### config.mk
export PLATFORM = sky130hd
export DESIGN_NAME = ext_bus_strobes
export DESIGN_NICKNAME = d
export VERILOG_FILES = /design/src/hdl/strobe_pkg.sv /design/src/hdl/strobe_if.sv /design/src/hdl/ext_bus_strobes.sv /design/src/hdl/strobe_phase.sv
export SDC_FILE = /design/constraint.sdc
export NUM_CORES = 1
export LEC_CHECK = 0
export BUFFER_PORTS_ARGS = -buffer_cell sky130_fd_sc_hd__clkbuf_2
export CAP_MARGIN = 20
export CORE_MARGIN = 1
export CORE_UTILIZATION = 41
export CTS_CLUSTER_DIAMETER = 120
export CTS_CLUSTER_SIZE = 10
export DETAILED_ROUTE_END_ITERATION = 7
export GPL_ROUTABILITY_DRIVEN = 1
export PLACE_DENSITY = 0.77
export SLEW_MARGIN = 25
export SYNTH_ARGS = -nofsm -noshare
export SYNTH_HDL_FRONTEND = slang
export SYNTH_SLANG_ARGS = --single-unit
### constraint.sdc
create_clock -name mclk -period 2.42 [get_ports mclk]
set_clock_uncertainty 0.1 [all_clocks]
set_input_delay 0.363 -clock mclk [delete_from_list [all_inputs] [get_ports mclk]]
set_output_delay 0.363 -clock mclk [all_outputs]
set_load 0.05 [all_outputs]
### src/hdl/strobe_pkg.sv
/*
 * constants for the external bus strobe and reset output block.
 * assumes mclk stands for the crystal input clock; one mclk cycle is one crystal cycle.
 */
package strobe_pkg;
  // crystal cycles in one latch strobe period
  localparam logic [2:0] STROBE_PERIOD = 3'h4;
  // half-cycles the strobe stays high (1.5 crystal cycles)
  localparam logic [2:0] STROBE_HIGH_HALVES = 3'h3;
  // half-cycles in one period
  localparam logic [3:0] STROBE_PERIOD_HALVES = 4'h8;
  // edges waited after release before the strap pin has passed its synchroniser
  localparam logic [1:0] STRAP_SETTLE = 2'h2;
  // cycles of reset output after a watchdog reset
  localparam logic [1:0] WDOG_RESET_CYCLES = 2'h2;
  // reset value of the phase counter
  localparam logic [2:0] PHASE_RESET = 3'h0;
endpackage : strobe_pkg

### src/hdl/strobe_if.sv
/*
 * interface carrying the half-cycle phase between the phase generator and the top.
 * assumes one clock domain, mclk.
 */
`timescale 1ns/1ps
`default_nettype none
interface strobe_if;
  logic [2:0] phase; // half-cycle phase 0..7
  logic run; // phase counter enable
  modport gen (input run, output phase);
  modport use_side (output run, input phase);
endinterface : strobe_if
`default_nettype wire

### src/hdl/ext_bus_strobes.sv
/*
 * external bus strobes and reset output: latch strobe, program store strobe, reset_out_n.
 * assumes mclk is the crystal input, the core supplies fetch and reset-cause levels on mclk,
 * and the pins reset_in and addr_data_share_select come from outside and are synchronised here.
 */
`timescale 1ns/1ps
`default_nettype none
module ext_bus_strobes
  import strobe_pkg::*;
(
  input wire logic mclk,
  input wire logic rstn,
  input wire logic reset_in,
  input wire logic addr_data_share_select,
  input wire logic latch_strobe_off,
  input wire logic rom_fetch,
  input wire logic [7:0] addr_low,
  input wire logic [7:0] data_out,
  input wire logic data_drive,
  input wire logic [7:0] port0_in,
  input wire logic warmup_active,
  input wire logic osc_fail,
  input wire logic osc_fail_reset_enable,
  input wire logic supply_low,
  input wire logic watchdog_reset,
  output logic addr_latch_strobe,
  output logic program_store_strobe,
  output logic reset_out_n,
  output logic [7:0] port0_out,
  output logic port0_oe,
  output logic [7:0] data_in,
  output logic mux_mode
);
  strobe_if sif (); // phase link to the counter
  logic rst_meta, rst_sync; // reset pin synchroniser
  logic mux_meta, mux_sync; // strap pin synchroniser
  logic strap_taken; // strap captured once after release
  logic [1:0] strap_wait; // edges counted while the strap synchroniser fills
  logic wd_prev; // watchdog edge detect
  logic [1:0] wd_count; // remaining watchdog reset-out cycles
  logic strobe_pos; // posedge part of strobe
  logic strobe_neg; // negedge half-cycle extension
  logic strobe_raw; // combined 1.5-cycle pulse
  logic strobe_forced; // forced-high condition
  logic in_reset; // any reset cause active
  logic strobe_stage; // forced-or-raw strobe, not registered
  logic [7:0] next_port0; // port 0 output select

  strobe_phase u_phase (
    .mclk(mclk),
    .rstn(rstn),
    .sif(sif)
  );

  // two-flop synchronisers for pins
  always_ff @(posedge mclk or negedge rstn) begin
    if (!rstn) begin
      rst_meta <= 1'b0;
      rst_sync <= 1'b0;
      mux_meta <= 1'b0;
      mux_sync <= 1'b0;
    end else begin
      rst_meta <= reset_in;
      rst_sync <= rst_meta;
      mux_meta <= addr_data_share_select;
      mux_sync <= mux_meta;
    end
  end

  // strap is read once after reset release and then held
  // the synchroniser still holds its reset value for two edges, so wait for it
  always_ff @(posedge mclk or negedge rstn) begin
    if (!rstn) begin
      strap_taken <= 1'b0;
      strap_wait <= 2'h0;
      mux_mode <= 1'b0;
    end else if (!strap_taken) begin
      if (strap_wait == STRAP_SETTLE) begin
        // synchroniser now shows the pin level
        strap_taken <= 1'b1;
        mux_mode <= mux_sync;
      end else begin
        // still filling
        strap_wait <= 2'(strap_wait + 2'h1);
      end
    end
  end

  // watchdog reset stretcher: exactly two cycles per rising event
  always_ff @(posedge mclk or negedge rstn) begin
    if (!rstn) begin
      wd_prev <= 1'b0;
      wd_count <= 2'h0;
    end else begin
      wd_prev <= watchdog_reset;
      if (watchdog_reset && !wd_prev) begin
        wd_count <= WDOG_RESET_CYCLES;
      end else if (wd_count != 2'h0) begin
        wd_count <= 2'(wd_count - 2'h1);
      end
    end
  end

  // any cause of reset drives the reset output low
  assign in_reset = rst_sync || warmup_active || (osc_fail && osc_fail_reset_enable)
    || supply_low || (wd_count != 2'h0);
  assign sif.run = !in_reset;

  // strobe high for phase 0 then half of phase 2 via the falling-edge stage
  // only phase 0 counts a whole cycle; the falling-edge stage adds the last half
  assign strobe_pos = (sif.phase < 3'(STROBE_HIGH_HALVES - 3'h1));
  always_ff @(negedge mclk or negedge rstn) begin
    if (!rstn) begin
      strobe_neg <= 1'b1;
    end else begin
      strobe_neg <= strobe_pos;
    end
  end
  assign strobe_raw = strobe_pos || strobe_neg;
  // until the strap is known the latch strobe is forced high as in reset
  assign strobe_forced = in_reset || !strap_taken || (mux_mode && latch_strobe_off);

  // in both modes the strobe toggles unless forced high
  always_ff @(posedge mclk or negedge rstn) begin
    if (!rstn) begin
      reset_out_n <= 1'b0;
      program_store_strobe <= 1'b1;
    end else begin
      reset_out_n <= !in_reset;
      program_store_strobe <= !(rom_fetch && !in_reset);
    end
  end
  assign strobe_stage = strobe_forced ? 1'b1 : strobe_raw;
  assign addr_latch_strobe = strobe_stage;

  // port 0 carries the low address while strobe high in multiplexed mode
  assign next_port0 = (!mux_mode && strobe_stage) ? addr_low : data_out;
  assign port0_out = next_port0;
  assign port0_oe = (!mux_mode && strobe_stage) || data_drive;

  // read data from port 0 is registered before it reaches the core
  always_ff @(posedge mclk or negedge rstn) begin
    if (!rstn) begin
      data_in <= 8'h00;
    end else begin
      data_in <= port0_in;
    end
  end
endmodule : ext_bus_strobes
`default_nettype wire

### src/hdl/strobe_phase.sv
/*
 * half-cycle phase counter for the latch strobe.
 * assumes mclk is the crystal clock and rstn an asynchronous active-low reset.
 */
`timescale 1ns/1ps
`default_nettype none
module strobe_phase
  import strobe_pkg::*;
(
  input wire logic mclk,
  input wire logic rstn,
  strobe_if.gen sif
);
  logic [2:0] phase; // counts half crystal cycles, wraps at eight
  logic [2:0] next_phase; // counter advance

  // a period of four crystal cycles is eight halves, so a 3-bit counter wraps on its own
  assign next_phase = sif.run ? 3'(phase + 3'h2) : PHASE_RESET;

  // full cycle steps of two halves; the half step is made by the falling-edge stage in top
  always_ff @(posedge mclk or negedge rstn) begin
    if (!rstn) begin
      phase <= PHASE_RESET;
    end else begin
      phase <= next_phase;
    end
  end

  assign sif.phase = phase;
endmodule : strobe_phase
`default_nettype wire

==> metrics <==
share of layout cells above drive strength 1=64.1%; clk buf depth=2; CP cell instances=nor2_4, a41oi_4, buf_12, mux2_4, buf_8; vias=686; Hold Path Depth=1; depth of the worst register-to-register path=2; Yosys reg bits=24; compound-cell area share of the yosys netlist=4.83%; vias in the first global route=743; number of buffer and inverter stages on the critical path=2; VDD IR max=0.639 mV; worst hold-check path type=in2reg; max incr delay on CP=540 ps; Worst Min Path Start=reset_in; setup violators final=10; Post-Syn Instances=64; simple-gate share of the synthesized area=9.38%; Pins Over Slew Limit=0; Final Wtd Congestion=about 0.66; ant diodes=0; Post-DP Area=1320 um^2; mean post-synth cell area=14.6 um^2; synth top area cells=dfrtp_1 59%, mux2_2 12%, dfstp_2 5.6%; WHS=40.7 ps; reg2reg start=u_phase.sif.phase[1]; DRT Wirelength=1950 um; RSZ-0062 raised after global routing=true; crit path kind=reg2out; die area=2470 um^2; Clk pin slew, worst setup/hold paths=130 ps; root buffer cell=clkbuf_4; initial antenna violation count=0; global-route wire length before repair=3160 um; CP delay by family, top=flip-flops; Area growth syn-to-layout=59.4%; row count=16; Req. time, crit path=1960 ps; FF/Latch Area=about 600 um^2; status=finished with violations; CP endpoint kind=primary output; Total GRT Usage=17.7%; core area=2040 um^2; CTS Buf Count=3; die height=49.7 um; Post-Syn Nets=between 100 and 150; largest net degree at the start of global routing=24; Die W=49.7 um; H-tree levels=1; initial core utilization=a little under half; Adder-Cell Fraction of Synth Area=4.02%; Final Cell Area=between 1000 and 1500 um^2; FF-to-FF End=strobe_neg; R2R setup slack=about 380 ps; sequential area share after synthesis=roughly 65%; Yosys Warn Count=0; Ports=57; Clock Latency Late Sink=310 ps; post-synthesis xor/xnor area fraction=between 1.5 and 2%; # port buffers=between 50 and 60; CTS Sinks=24; mux share of post-synthesis cell area=between 10% and 20%; leakage power=about 0.76 nW; total grt overflow=0; leading area contributor after synthesis=dfrtp_1; TritonCTS clock tree=yes; worst slew pin tran=326 ps; Crit-path slowest cell=dfstp_2; Netlist cell types=18; post-synthesis cell area=between 900 and 1000 um^2; Critical path origin=strobe_neg; First DRT Iteration DRCs=8; TNS Setup=-9370 ps; Cell Pwr Density=687 nW/um^2; critical path data arrival time=approximately 3000 ps; hold path endpoint=rst_meta; Final WS setup=-992 ps; drt pass-1 iters=4; Routed Antenna Nets=0; Synth top area share=59.0%; NumNets Final=168; DR DRC count=0; Filler cells=roughly 150; Multi-input gate area=338 um^2; CP max FO=9; Final Hold Viols=0; normalized max-slew margin=78.2%; largest family of logic cells by synthesized area=multiplexers; Avg WL per Cell=roughly 13 um; failing checks=setup timing; critical path startpoint category=flop; post-DP HPWL=around 1400 um; detailed-route vias per instance=4.43; max cap viols=0
==> synth_stat cells <==
library cell	instances
a21oi_1	1
a41oi_4	1
and2_2	1
and3_2	2
dfrtp_1	22
dfstp_2	2
ha_1	3
inv_1	8
mux2_2	10
nand2_1	3
nand4_1	1
nor2_1	3
nor2b_1	1
nor4b_4	1
o21a_1	1
o21ai_0	1
or2_2	1
xnor2_1	2
==> where the power goes <==
part           total, mW  internal (mW)  switching, mW
Combinational      0.287          0.136          0.151
Sequential         0.446          0.434         0.0123
Clock              0.289          0.170          0.120
==> registers in the layout (all words and copies together) (netlist names) <==
name	flops
rst_meta	1
strobe_neg	1
mux_meta	1
program_store_strobe	1
u_phase.sif.phase	2
strap_taken	1
mux_sync	1
strap_wait	2
mux_mode	1
rst_sync	1
data_in	8
wd_count	2
wd_prev	1
reset_out_n	1
==> placed cells by master, fill, tap and decap left out <==
| cell | instances |
|---|---|
| buf_4 | 2 |
| clkbuf_4 | 3 |
| o21ai_0 | 1 |
| a41oi_4 | 1 |
| dlygate4sd3_1 | 1 |
| nor2_4 | 1 |
| nand2_1 | 3 |
| a21oi_1 | 1 |
| buf_8 | 9 |
| bufinv_16 | 1 |
| and2_2 | 1 |
| or2_2 | 1 |
| nor2b_1 | 1 |
| ha_1 | 3 |
| and3_2 | 2 |
| inv_1 | 8 |
| mux2_2 | 2 |
| buf_12 | 2 |
| o21a_1 | 1 |
| nor2_1 | 2 |
| nor4b_4 | 1 |
| clkbuf_2 | 46 |
| dfrtp_1 | 22 |
| mux2_4 | 8 |
| xnor2_1 | 2 |
| dfstp_2 | 2 |
| nand4_1 | 1 |
==> worst reg2reg max path, delay by kind of cell, from the launching register on <==
kind / cells / cell delay (ps)
DFF: 1 / 380
adders and majority gates: 1 / 250
buffers and inverters: 1 / 70
==> worst max-delay path by stage <==
| stage | end | cells after the start | slack, ps |
|---|---|---|---|
| final | port0_out[4] | 5 | -990 |
| after global routing | port0_out[4] | 5 | -1060 |
| after CTS | port0_out[6] | 5 | -990 |
| after detailed placement | port0_out[6] | 5 | -660 |
| after global placement | port0_out[7] | 5 | -640 |
| after floorplan | port0_out[0] | 3 | -540 |
==> cells by family (layout without fill, tap and decap cells) <==
| kind of cell | after synthesis | after routing |
|---|---|---|
| mux | 10 | 10 |
| xor+xnor | 2 | 2 |
| buf+inv | 8 | 72 |
| compound gates | 4 | 4 |
| simple gates | 13 | 13 |
| fa+ha+maj | 3 | 3 |
| flops | 24 | 24 |
==> layer usage <==
metal | vias up | part of all wire (%) | track usage, %
met4 | 0 | 2.5 | 11.4
met1 | 316 | 41 | 18.3
met2 | 24 | 51 | 29.7
met3 | 6 | 5.5 | 6.79
li1 | 340 | - | -
met5 | - | 0 | 0
==> layout make-up <==
class,instances,share of cell area (%)
clock buffer,3,1.51
clock inverter,2,2.27
inverter,7,1.77
multi-input combinational,32,22.7
sequential,24,40.5
tap,27,2.27
timing repair buffer,60,28.9
==> stage by stage <==
step / total power [mW] / std cells / setup slack [ps] / utilization, %
after detailed placement: 0.713 / 149 / -663 / 64.8
after global routing: 1.07 / 155 / -1060 / 72.9
after CTS: 1.02 / 154 / -994 / 71.7
after floorplan: 0.638 / 64 / -540 / -
after global placement: 0.703 / 149 / -640 / 64.8
final: 1.02 / 155 / -992 / 72.9
==> timing repair <==
action / in CTS / in global routing
buffers inserted: 0 / 1
hold buffers: 1 / 0
setup endpoints to repair: 10 / 10
hold endpoints to repair: 22 / 0
pin swaps: 0 / 0
gates resized for setup: 18 / 10
Note: power is estimated with default switching activity, not from simulation.
